==> config.mk <==
export PLATFORM = sky130hd
export DESIGN_NAME = remote_i2c_alias_remap
export DESIGN_NICKNAME = d
export VERILOG_FILES = /design/src/pkg/remote_i2c_alias_remap_pkg.sv /design/src/verilog/alias_match.sv /design/src/verilog/remote_i2c_alias_remap.sv
export SDC_FILE = /design/constraint.sdc
export NUM_CORES = 1
export LEC_CHECK = 0
export BUFFER_PORTS_ARGS = -buffer_cell sky130_fd_sc_hd__buf_4
export CORE_MARGIN = 2
export CORE_UTILIZATION = 50
export DETAILED_ROUTE_END_ITERATION = 8
export GPL_TIMING_DRIVEN = 1
export PLACE_DENSITY_LB_ADDON = 0.15
export SETUP_SLACK_MARGIN = 0.5
export SLEW_MARGIN = 0
export SYNTH_ARGS = -nofsm -noshare
export SYNTH_HDL_FRONTEND = slang
export SYNTH_SLANG_ARGS = --single-unit
==> constraint.sdc <==
create_clock -name clk -period 3.4 [get_ports clk]
set_clock_uncertainty 0.05 [all_clocks]
set_input_delay 0.68 -clock clk [delete_from_list [all_inputs] [get_ports clk]]
set_output_delay 0.68 -clock clk [all_outputs]
set_load 0.05 [all_outputs]
==> src/pkg/remote_i2c_alias_remap_pkg.sv <==
// constants for the remote target alias remapping block
`default_nettype none
package remote_i2c_alias_remap_pkg;
    localparam int NUM_ENTRIES = 7;
    localparam int ENTRY_W = 3;
    localparam int ADDR_W = 10;
    localparam int I2C_ADDR_W = 7;
    // register indices; byte address is four times the index
    localparam logic [7:0] TARGET_BASE_IDX = 8'h70;
    localparam logic [7:0] TARGET_6_IDX = 8'h75;
    localparam logic [7:0] TARGET_7_IDX = 8'h76;
    localparam logic [7:0] ALIAS_BASE_IDX = 8'h77;
    localparam logic [7:0] ALIAS_1_IDX = 8'h77;
    localparam logic [7:0] ALIAS_2_IDX = 8'h78;
    localparam logic [7:0] ALIAS_3_IDX = 8'h79;
    localparam logic [7:0] STATUS_IDX = 8'h7E;
    // field layout of the address registers
    localparam int ADDR_FIELD_LSB = 1;
    localparam int ADDR_FIELD_MSB = 7;
    localparam logic [6:0] ADDR_RESET = 7'h00;
    localparam logic [6:0] ALIAS_DISABLED = 7'h00;
    // status register layout
    localparam int STAT_HIT_BIT = 0;
    localparam int STAT_ENTRY_LSB = 1;
    localparam int STAT_CNT_LSB = 4;
    localparam int STAT_CNT_W = 4;
endpackage
`default_nettype wire

==> src/verilog/alias_match.sv <==
// one alias table entry compare
`default_nettype none
module alias_match
    import remote_i2c_alias_remap_pkg::*;
(
    input wire logic [I2C_ADDR_W-1:0] aliasAddr,
    input wire logic [I2C_ADDR_W-1:0] reqAddr,
    output logic hit
);
    // a zero alias never decodes, even for a zero request address
    assign hit = (aliasAddr != ALIAS_DISABLED) && (aliasAddr == reqAddr);
endmodule
`default_nettype wire

==> src/verilog/remote_i2c_alias_remap.sv <==
// alias decode and remote target address remap with Avalon-MM registers
// Functional notes
// - target register bits 7:1 hold physical address
// - alias match replaces address with paired target
// - remapped transaction forwarded to control channel
// - alias register bits 7:1 hold decode address
// - alias N always pairs with target N
// - zero alias disables its entry
// - all alias and target registers reset zero
//
// The implementer's own choice: the Avalon-MM interface to the registers.
`default_nettype none
module remote_i2c_alias_remap
    import remote_i2c_alias_remap_pkg::*;
#(
    parameter int ENTRIES = remote_i2c_alias_remap_pkg::NUM_ENTRIES
)
(
    input wire logic clk,
    input wire logic reset,
    input wire logic [remote_i2c_alias_remap_pkg::ADDR_W-1:0] address,
    input wire logic read,
    input wire logic write,
    input wire logic [31:0] writedata,
    input wire logic [3:0] byteenable,
    output logic [31:0] readdata,
    output logic waitrequest,
    input wire logic reqValid,
    input wire logic [remote_i2c_alias_remap_pkg::I2C_ADDR_W-1:0] reqAddr,
    input wire logic reqRnw,
    output logic fwdValid,
    output logic [remote_i2c_alias_remap_pkg::I2C_ADDR_W-1:0] fwdAddr,
    output logic fwdRnw,
    output logic [remote_i2c_alias_remap_pkg::ENTRY_W-1:0] fwdEntry,
    output logic missValid
);
    import remote_i2c_alias_remap_pkg::*;

    typedef struct packed {
        logic waitReq;
        logic [31:0] rdata;
        logic [ENTRIES-1:0][I2C_ADDR_W-1:0] target;
        logic [ENTRIES-1:0][I2C_ADDR_W-1:0] aliasAddr;
        logic fwdValid;
        logic [I2C_ADDR_W-1:0] fwdAddr;
        logic fwdRnw;
        logic [ENTRY_W-1:0] fwdEntry;
        logic missValid;
        logic lastHit;
        logic [ENTRY_W-1:0] lastEntry;
        logic [STAT_CNT_W-1:0] fwdCount;
    } state_t;

    localparam state_t STATE_RESET = '{waitReq: 1'b1, default: '0};

    state_t st_reg;
    state_t st_next;
    logic [7:0] regIdx;
    logic busReq;
    logic [ENTRIES-1:0] targetSel;
    logic [ENTRIES-1:0] aliasSel;
    logic [ENTRIES-1:0] entryHit;
    logic anyHit;
    logic [ENTRY_W-1:0] hitIdx;
    logic [31:0] readValue;

    assign regIdx = address[ADDR_W-1:2];
    assign busReq = read || write;

    genvar g;
    generate
        for (g = 0; g < ENTRIES; g++)
        begin : g_entry
            assign targetSel[g] = (address[1:0] == 2'h0) && (regIdx == TARGET_BASE_IDX + 8'(g));
            assign aliasSel[g] = (address[1:0] == 2'h0) && (regIdx == ALIAS_BASE_IDX + 8'(g));
            alias_match u_match (
                .aliasAddr(st_reg.aliasAddr[g]),
                .reqAddr(reqAddr),
                .hit(entryHit[g])
            );
        end
    endgenerate

    // lowest entry wins if software programs the same alias twice
    always_comb
    begin
        hitIdx = '0;
        for (int i = ENTRIES - 1; i >= 0; i--)
        begin
            if (entryHit[i])
            begin
                hitIdx = ENTRY_W'(i);
            end
        end
    end
    assign anyHit = |entryHit;

    // unmapped and misaligned addresses read zero; bits above 7 are zero, and bit 0 too except in the status register
    always_comb
    begin
        readValue = '0;
        for (int i = 0; i < ENTRIES; i++)
        begin
            if (targetSel[i])
            begin
                readValue[ADDR_FIELD_MSB:ADDR_FIELD_LSB] = st_reg.target[i];
            end
            if (aliasSel[i])
            begin
                readValue[ADDR_FIELD_MSB:ADDR_FIELD_LSB] = st_reg.aliasAddr[i];
            end
        end
        if ((address[1:0] == 2'h0) && (regIdx == STATUS_IDX))
        begin
            readValue[STAT_HIT_BIT] = st_reg.lastHit;
            readValue[STAT_ENTRY_LSB +: ENTRY_W] = st_reg.lastEntry;
            readValue[STAT_CNT_LSB +: STAT_CNT_W] = st_reg.fwdCount;
        end
    end

    always_comb
    begin
        st_next = st_reg;
        // every access answers one cycle after it is first seen
        st_next.waitReq = !(busReq && st_reg.waitReq);
        if (busReq && st_reg.waitReq)
        begin
            st_next.rdata = readValue;
        end
        if (write && !st_reg.waitReq && byteenable[0])
        begin
            for (int i = 0; i < ENTRIES; i++)
            begin
                if (targetSel[i])
                begin
                    st_next.target[i] = writedata[ADDR_FIELD_MSB:ADDR_FIELD_LSB];
                end
                if (aliasSel[i])
                begin
                    st_next.aliasAddr[i] = writedata[ADDR_FIELD_MSB:ADDR_FIELD_LSB];
                end
            end
        end
        st_next.fwdValid = 1'b0;
        st_next.missValid = 1'b0;
        if (reqValid)
        begin
            if (anyHit)
            begin
                st_next.fwdValid = 1'b1;
                st_next.fwdAddr = st_reg.target[hitIdx];
                st_next.fwdRnw = reqRnw;
                st_next.fwdEntry = hitIdx;
                st_next.lastHit = 1'b1;
                st_next.lastEntry = hitIdx;
                st_next.fwdCount = st_reg.fwdCount + STAT_CNT_W'(1);
            end
            else
            begin
                // not ours: the local bus carries on without the remote link
                st_next.missValid = 1'b1;
                st_next.lastHit = 1'b0;
            end
        end
    end

    always_ff @(posedge clk)
    begin
        if (reset)
        begin
            st_reg <= STATE_RESET;
        end
        else
        begin
            st_reg <= st_next;
        end
    end

    assign readdata = st_reg.rdata;
    assign waitrequest = st_reg.waitReq;
    assign fwdValid = st_reg.fwdValid;
    assign fwdAddr = st_reg.fwdAddr;
    assign fwdRnw = st_reg.fwdRnw;
    assign fwdEntry = st_reg.fwdEntry;
    assign missValid = st_reg.missValid;

    // helper copies for the pairing checks
    logic [ENTRIES-1:0][I2C_ADDR_W-1:0] prevTarget;
    logic [ENTRIES-1:0][I2C_ADDR_W-1:0] prevAlias;
    always_ff @(posedge clk)
    begin
        prevTarget <= st_reg.target;
        prevAlias <= st_reg.aliasAddr;
    end

    chk_target_write: assert property (@(posedge clk) disable iff (reset)
        (write && !waitrequest && byteenable[0] && targetSel[0]) |=> (st_reg.target[0] == $past(writedata[7:1])))
        else $error("target entry write not stored");
    chk_alias_write: assert property (@(posedge clk) disable iff (reset)
        (write && !waitrequest && byteenable[0] && aliasSel[0]) |=> (st_reg.aliasAddr[0] == $past(writedata[7:1])))
        else $error("alias entry write not stored");
    chk_reserved_zero: assert property (@(posedge clk) disable iff (reset)
        (read && !waitrequest) |-> (readdata[31:8] == 24'h000000 && (readdata[0] == 1'b0 || regIdx == STATUS_IDX)))
        else $error("reserved read bits not zero");
    chk_remap_hit: assert property (@(posedge clk) disable iff (reset)
        (reqValid && anyHit) |=> (fwdValid && fwdAddr == $past(st_reg.target[hitIdx]) && !missValid))
        else $error("alias hit not remapped next cycle");
    chk_pair_index: assert property (@(posedge clk) disable iff (reset)
        fwdValid |-> (fwdAddr == prevTarget[fwdEntry] && prevAlias[fwdEntry] == $past(reqAddr)))
        else $error("forwarded address not from paired entry");
    chk_zero_alias_off: assert property (@(posedge clk) disable iff (reset)
        (reqValid && reqAddr == 7'h00) |=> (!fwdValid && missValid))
        else $error("zero address forwarded through disabled alias");
    chk_forward_miss: assert property (@(posedge clk) disable iff (reset)
        (reqValid && !anyHit) |=> (missValid && !fwdValid) ##1 !missValid || $past(reqValid))
        else $error("miss handling wrong");
    chk_reset_clear: assert property (@(posedge clk) disable iff (reset)
        $past(reset) |-> (st_reg.target == '0 && st_reg.aliasAddr == '0 && !fwdValid))
        else $error("registers not zero after reset");
    chk_bus_answer: assert property (@(posedge clk) disable iff (reset)
        (busReq && waitrequest) |=> (!waitrequest ##1 waitrequest))
        else $error("bus answer not one cycle");
endmodule
`default_nettype wire

==> results of run 1 <==
final cells by class:
cell class	count	area [um2]	area share, %
clock buffer	21	460	5.54
clock inverter	11	141	1.70
inverter	4	15.0	0.181
multi-input combinational	614	4170	50.1
sequential	125	2540	30.5
tap	180	225	2.71
timing repair buffer	94	763	9.18
power groups by stage:
stage | logic, W | clock network [W] | registers, W
2_1_floorplan | 0.000222 | 0 | 0.00151
3_3_place_gp | 0.000287 | 0 | 0.00150
3_5_place_dp | 0.000291 | 0 | 0.00151
4_1_cts | 0.000293 | 0.00187 | 0.00147
5_1_grt | 0.000317 | 0.00194 | 0.00147
6_report | 0.000300 | 0.00186 | 0.00147
how the worst max path moves through the flow:
| stage | from | slack (ns) | to |
|---|---|---|---|
| after floorplan | reqAddr[5] | 0.53 | fwdAddr[3] |
| after global placement | address[1] | -0.07 | readdata[1] |
| after detailed placement | address[1] | -0.09 | readdata[2] |
| after CTS | st_reg[43] | 0.52 | fwdAddr[1] |
| after global routing | st_reg[32] | 0.51 | fwdAddr[0] |
| final | st_reg[32] | 0.58 | fwdAddr[5] |
repair_timing:
item / in CTS / in global routing
gates cloned: 1 / 2
gates resized for setup: 19 / 31
endpoints found under the setup margin: 15 / 8
hold endpoints to repair: 0 / 0
setup buffers: 2 / 3
pin swaps: 2 / 8
routing by layer:
metal  GRT usage, %  vias up  share of wire [%]
li1               -     2962                  -
met5              0        -                  0
met3           8.64       49                8.2
met1           40.1     3123                 41
met4           11.3        0                2.6
met2           51.9      316                 48
synthesized netlist by cell type (5+ instances only):
cell	n
dfxtp_1	125
nor2_1	109
mux2i_1	84
nand2_1	75
a21oi_1	42
buf_4	42
clkbuf_1	41
nand3_1	35
xnor2_1	28
o21ai_0	21
a221oi_1	19
xor2_1	16
nor4_1	12
buf_2	9
nor3_2	9
or3_1	9
nand2b_1	8
a211o_1	7
a21boi_0	7
a221oi_2	7
mux2_2	7
nand4_1	7
o22a_1	7
a222oi_1	6
nor3_1	6
a22oi_1	5
o22ai_1	5
kinds of logic (layout without fill, tap and decap cells):
logic type | count (synthesis) | count (layout) | share of synthesized area, %
flops | 125 | 125 | 35.6
mux | 91 | 91 | 13.1
fa+ha+maj | 1 | 1 | 0.178
compound gates | 164 | 165 | 18.5
buf+inv | 99 | 130 | 7.91
simple gates | 289 | 289 | 19.2
other cells | 1 | 24 | 0.0534
xor+xnor | 44 | 44 | 5.49
metrics by stage:
| step | util (%) | cell area (um2) | hold slack, ns |
|---|---|---|---|
| after detailed placement | 54.2 | 7460 | 0.410 |
| after global routing | 60.3 | 8310 | 0.454 |
| after floorplan | - | 7110 | 0.386 |
| final | 60.3 | 8310 | 0.424 |
| after CTS | 59.3 | 8160 | 0.427 |
| after global placement | 54.2 | 7460 | 0.400 |
critical path: stages (launching register included):
cell       delay (ns)
dfxtp_4          0.36
nor2_2           0.04
a211o_1          0.31
a2111oi_4        0.52
and2b_4          0.27
a211oi_4         0.28
buf_6            0.19
buf_16           0.12
mux2_2           0.36
nand2_1          0.09
a221oi_2         0.06
==> results_dict.tcl, run 1 <==
set metrics [dict create \
    finalPower_w 0.00362 \
    r2r_start "st_reg[32]" \
    postSynthAreaPerCell_um2 8.63 \
    ioPinCount 105 \
    route.detailed.drc 0 \
    place_worst_setup_slack_ns -0.0938 \
    crit_fanout 5 \
    pwr-share-seq_pct 40.5 \
    netlist_area_um2 7020 \
    p_sw_share_pct 24.8 \
    vias_per_cell 6.15 \
    p_int_w 0.00272 \
    hold_depth 2 \
    final_cell_mix "dfxtp_1, nor2_1, buf_4" \
    die_h_um 123 \
    cts_max_path_buffers 2 \
    antenna_found_initial 0 \
    power.leakage_nw 2.81 \
    worstPathRequired_ns 3.62 \
    grt_max_degree 61 \
    cap_violations 0 \
    ys.flop_type "dfxtp_1" \
    clk_pin_slew_ns 0.06 \
    ys_async_sr_fraction_pct 0 \
    clock.fmax_mhz 354 \
    ys_types 63 \
    yosysTopAreaCell "dfxtp_1" \
    synth-seq-area-share_pct 35.6 \
    cts_tree "done" \
    fin_nets 916 \
    io_buffer_count 52 \
    fin_setup_tns_ns 0 \
    tightest_slew_ns 0.822 \
    grt_pass1_wl_um 34900 \
    n_antenna_cell 0 \
    netlist.area_leader.share_pct 35.6 \
    routed_wl_um 23400 \
    start_util_pct 51.0 \
    whs_endpoint "st_reg[94]" \
    die_w_um 123 \
    ys_seq_elements 125 \
    first_iter_violations 682 \
    crit_type "reg2reg" \
    grt_pass1_vias 6007 \
    ir_drop_mv 0.286 \
    rows 43 \
    post-route-min-period_ns 2.82 \
    hp-class "reg2reg" \
    numCtsBuffers 17 \
    start_kind "register" \
    htreeDepth 4 \
    wl_per_cell_um 22.3 \
    synth.area.top_cells "dfxtp_1, mux2i_1, nor2_1" \
    final_cells 1049 \
    r2r-end "fwdAddr[5]" \
    min_from "st_reg[94]" \
    place_congestion 1.01 \
    power_frac_comb_pct 8.3 \
    fillers 1231 \
    worst_setup_path_end_kind "register" \
    area_delta_synth_final_pct 18.3 \
    relSlewSlack_pct 45.1 \
    p_per_area_nw_per_um2 436 \
    finalCritPeriodShare_pct 83.1 \
    status "complete, no violations" \
    core-area_um2 13800 \
    vias 6450 \
    final_common_cell "dfxtp_1" \
    drv_slew 0 \
    dpl.hpwl_um 16900 \
    clkPwrFrac_pct 51.2 \
    setup_viol 0 \
    cp.arrival_ns 3.04 \
    grt.total_usage_pct 31.7 \
    syn_inst 814 \
    die-area_um2 15000 \
    rsz0062_at_grt "true" \
    firstDrtPassIters 6 \
    grt_overflow 0 \
    root_buffer "clkbuf_16" \
    holdBufCountCts 0 \
    rrSetupSlack_ns 0.58 \
    cts.sinks 125 \
    p_sw_w 0.000901 \
    post-place-cells 1009 \
    drive_gt1_share_pct 22.1 \
    synth_edf_count 0 \
    hold_viol_final 0 \
    drtAntennaViolNets 0 \
    clock_latency_ns 0.42 \
    fin_ws_ns 0.575 \
    largest_reg_flops 106 \
    rr_worst_depth 10 \
    yosys_warnings 0 \
]
(Power assumes the default switching activity.)
==> inputs of run 2 (changes only) <==
==> constraint.sdc (replaced) <==
create_clock -name clk -period 2.7 [get_ports clk]
set_clock_uncertainty 0.05 [all_clocks]
set_input_delay 0.54 -clock clk [delete_from_list [all_inputs] [get_ports clk]]
set_output_delay 0.54 -clock clk [all_outputs]
set_load 0.05 [all_outputs]
==> results_dict.tcl, run 2 (synthesized netlist as in run 1, its figures left out) <==
set metrics [dict create \
    status "complete, no violations" \
    die-area_um2 15000 \
    clock_latency_ns 0.44 \
    clk_pin_slew_ns 0.06 \
    final_cell_mix "buf_4, dfxtp_1, nor2_1" \
    grt_pass1_vias 6506 \
    min_from "reqRnw" \
    htreeDepth 4 \
    hp-class "in2reg" \
    worst_setup_path_end_kind "register" \
    holdBufCountCts 0 \
    cts_max_path_buffers 2 \
    area_delta_synth_final_pct 36.6 \
    io_buffer_count 52 \
    wl_per_cell_um 21.9 \
    core-area_um2 13800 \
    route.detailed.drc 0 \
    antenna_found_initial 1 \
    power.leakage_nw 3.49 \
    cap_violations 0 \
    die_h_um 123 \
    pwr-share-seq_pct 39.6 \
    tightest_slew_ns 0.621 \
    place_congestion 0.937 \
    p_sw_share_pct 25.9 \
    start_util_pct 51.0 \
    cp_slowest_stage_delay_ns 0.36 \
    finalCritPeriodShare_pct 99.6 \
    finalCoreUtilization_pct 69.6 \
    vias 6885 \
    rows 43 \
    grt_overflow 0 \
    grt_pass1_wl_um 37300 \
    fin_nets 1000 \
    post-route-min-period_ns 2.69 \
    cts.sinks 125 \
    cts_tree "done" \
    r2r_start "st_reg[33]" \
    clock.fmax_mhz 372 \
    numCtsBuffers 17 \
    firstDrtPassIters 5 \
    power_frac_comb_pct 9.2 \
    dpl.hpwl_um 17900 \
    n_antenna_cell 0 \
    placement.cell_area_um2 8350 \
    ioPinCount 105 \
    hold_viol_final 0 \
    drv_slew 0 \
    cp.arrival_ns 2.95 \
    die_w_um 123 \
    setup_viol 0 \
    final_area_um2 9590 \
    final_common_cell "buf_4" \
    vias_per_cell 6.08 \
    slowest_stage "dfxtp_4" \
    crit_type "reg2reg" \
    first_iter_violations 591 \
    relSlewSlack_pct 58.3 \
    p_per_area_nw_per_um2 489 \
    worstPathRequired_ns 2.96 \
    path_cells "nor2_1 -> a211o_1 -> a2111oi_4 -> and2b_4 -> a211oi_4 -> buf_6 -> buf_16 -> mux2i_2 -> o22a_1 -> a221oi_2" \
    drive_gt1_share_pct 34.0 \
    ir_drop_mv 0.371 \
    start_kind "register" \
    critPathLaunch "st_reg[33]" \
    p_sw_w 0.00121 \
    crit_fanout 7 \
    grt.total_usage_pct 33.5 \
    clkPwrFrac_pct 51.3 \
    finalPower_w 0.00469 \
    largest_reg_flops 106 \
    drtAntennaViolNets 0 \
    root_buffer "clkbuf_16" \
    routed_wl_um 24800 \
    grt_max_degree 58 \
    rsz0062_at_grt "true" \
    p_int_w 0.00347 \
]
## run 2: worst max-delay path: cells and delay by family, from the launching register on
| kind | cells | cell delay (ns) |
|---|---|---|
| buf+inv | 2 | 0.30 |
| mux | 1 | 0.29 |
| flops | 1 | 0.36 |
| simple gates | 2 | 0.29 |
| compound gates | 5 | 1.27 |
## run 2: cell type report
type	instances	area, um2
clock buffer	19	453
inverter	4	15.0
multi-input combinational	613	4650
sequential	125	2520
fill	1069	4180
timing repair buffer	179	1560
tap	180	225
clock inverter	13	163
## run 2: stage by stage
stage / std cells / hold WS, ns / setup TNS, ns / setup slack [ns]
2_1_floorplan: 837 / 0.386 / 0 / 0.00485
3_3_place_gp: 1086 / 0.397 / -1.99 / -0.299
3_5_place_dp: 1086 / 0.430 / -2.42 / -0.292
4_1_cts: 1124 / 0.317 / 0 / 0.0730
5_1_grt: 1133 / 0.359 / -0.263 / -0.0708
6_report: 1133 / 0.316 / 0 / 0.0117
## run 2: final timing paths
check	to	slack [ns]	depth (start not counted)
worst max-delay path	fwdAddr[6]	0.01	10
worst min-delay path	fwdRnw	0.32	3
worst max register to register	fwdAddr[6]	0.01	10
worst min register to register	st_reg[7]	0.44	2
## run 2: timing repair
item,in CTS,in global routing
gates cloned,2,0
gates resized for setup,49,43
endpoints found under the setup margin,31,49
setup buffers,4,9
pin swaps,7,42
## run 2: power by group through the flow
stage / Clock (W) / Sequential, W / Combinational, W
2_1_floorplan: 0 / 0.00190 / 0.000298
3_3_place_gp: 0 / 0.00190 / 0.000397
3_5_place_dp: 0 / 0.00190 / 0.000400
4_1_cts: 0.00240 / 0.00186 / 0.000410
5_1_grt: 0.00248 / 0.00185 / 0.000449
6_report: 0.00240 / 0.00185 / 0.000430
## run 2: layer usage
layer / track usage, % / up-vias / wire length, um
met5: 0 / - / 15
met4: 14.0 / 2 / 884
met3: 7.34 / 65 / 1970
met2: 52.9 / 353 / 11600
met1: 44.1 / 3341 / 10300
li1: - / 3124 / -
==> inputs of run 3 (changes only) <==
==> constraint.sdc (replaced) <==
create_clock -name clk -period 2.9 [get_ports clk]
set_clock_uncertainty 0.05 [all_clocks]
set_input_delay 0.58 -clock clk [delete_from_list [all_inputs] [get_ports clk]]
set_output_delay 0.58 -clock clk [all_outputs]
set_load 0.05 [all_outputs]
==> results_dict.tcl, run 3 (synthesized netlist as in run 1, its figures left out) <==
set metrics [dict create \
    finalCritPeriodShare_pct 97.9 \
    r2r_start "st_reg[29]" \
    rows 43 \
    slowest_stage "a2111oi_4" \
    min_from "reqRnw" \
    io_buffer_count 52 \
    grt.total_usage_pct 32.2 \
    crit_type "reg2reg" \
    fin_setup_tns_ns 0 \
    path_depth 10 \
    grt_overflow 0 \
    hp-class "in2reg" \
    final_area_um2 9230 \
    die_w_um 123 \
    grt_most_used_layer "met2" \
    relSlewSlack_pct 52.9 \
    power.leakage_nw 3.32 \
    fin_ws_ns 0.0607 \
    htreeDepth 4 \
    met1_usage_pct 41.9 \
    rr_worst_depth 10 \
    core-area_um2 13800 \
    cap_violations 0 \
    clock_latency_ns 0.43 \
    rsz0062_at_grt "true" \
    numCtsBuffers 17 \
    start_kind "register" \
    setup_viol 0 \
    finalPower_w 0.00435 \
    multi_input_area_um2 4430 \
    route.detailed.drc 0 \
    grt_pass1_wl_um 36000 \
    antenna_found_initial 0 \
    final_common_cell "buf_4" \
    worstPathRequired_ns 3.13 \
    critPathLaunch "st_reg[29]" \
    path_delay_family "compound AO/OA/AOI/OAI gates" \
    root_buffer "clkbuf_16" \
    cp_slowest_stage_delay_ns 0.53 \
    cts_max_path_buffers 2 \
    ir_drop_mv 0.428 \
    drtAntennaViolNets 0 \
    hold_viol_final 0 \
    rrSetupSlack_ns 0.06 \
    first_iter_violations 773 \
    wl_per_cell_um 21.9 \
    cp.arrival_ns 3.07 \
    hold_depth 3 \
    fillers 1107 \
    die-area_um2 15000 \
    grt_max_degree 54 \
    critical_path_buf_inv_count 2 \
    clk_pin_slew_ns 0.06 \
    status "complete, no violations" \
    place_congestion 0.951 \
    tightest_slew_ns 0.702 \
    routed_wl_um 24200 \
    largest_reg_flops 106 \
    use_met2_pct 51.8 \
    grt_pass1_vias 6362 \
    post-route-min-period_ns 2.84 \
    firstDrtPassIters 6 \
    path_cells "nor4_2 -> a211o_1 -> a2111oi_4 -> and2b_4 -> a211oi_4 -> buf_12 -> clkbuf_16 -> mux2i_1 -> o22a_1 -> a221oi_2" \
    ioPinCount 105 \
    vias_per_cell 6.15 \
    worst_setup_path_end_kind "register" \
    start_util_pct 51.0 \
    clock.fmax_mhz 352 \
    fin_nets 974 \
    cts.sinks 125 \
    placement.cell_area_um2 7930 \
    final_cell_mix "buf_4, nor2_1, dfxtp_1" \
    met3_usage_pct 6.60 \
    n_antenna_cell 0 \
    dpl.hpwl_um 16800 \
    place_worst_setup_slack_ns -0.294 \
    area_delta_synth_final_pct 31.4 \
    die_h_um 123 \
    regArea_um2 2540 \
    p_per_area_nw_per_um2 472 \
    drv_slew 0 \
    holdBufCountCts 0 \
    vias 6799 \
    crit_fanout 5 \
    drive_gt1_share_pct 31.5 \
    cts_tree "done" \
]
run 3: worst paths after layout:
path                              endpoint
worst max-delay path            fwdAddr[2]
worst min-delay path                fwdRnw
worst max register to register  fwdAddr[2]
worst min register to register  st_reg[94]
run 3: through the flow:
| step | util [%] | hold WS (ns) | std cells |
|---|---|---|---|
| finish | 67.0 | 0.346 | 1106 |
| global route | 67.0 | 0.348 | 1106 |
| CTS | 64.4 | 0.336 | 1093 |
| detailed placement | 57.6 | 0.418 | 1044 |
| global placement | 57.6 | 0.393 | 1044 |
| floorplan | - | 0.386 | 837 |
run 3: cell type report:
| class | count | area share (%) |
|---|---|---|
| multi-input combinational | 613 | 48.0 |
| sequential | 125 | 27.6 |
| timing repair buffer | 153 | 15.1 |
| clock buffer | 20 | 4.95 |
| tap | 180 | 2.44 |
| clock inverter | 11 | 1.80 |
| inverter | 4 | 0.163 |
run 3: timing repair:
item	CTS	global route
gates cloned	3	3
setup endpoints to repair	19	20
buffers inserted	15	10
resized for setup	37	44
pin swaps	11	19
run 3: metal layers:
metal / vias up / wire length (um)
li1: 3073 / -
met1: 3256 / 10000
met2: 398 / 11300
met3: 72 / 2000
met4: 0 / 869
met5: - / 0
run 3: where the power goes:
group | internal (W) | leakage (nW) | switching (W)
Combinational | 0.000105 | 2.00 | 0.000274
Sequential | 0.00172 | 1.02 | 0.00000417
Clock | 0.00147 | 0.298 | 0.000780
Total | 0.00329 | 3.32 | 0.00106
run 3: worst register-to-register path, stage by stage, from the launching register on:
cell,delay [ns]
dfxtp_4,0.35
nor4_2,0.05
a211o_1,0.32
a2111oi_4,0.53
and2b_4,0.26
a211oi_4,0.19
buf_12,0.16
clkbuf_16,0.15
mux2i_1,0.30
o22a_1,0.25
a221oi_2,0.07
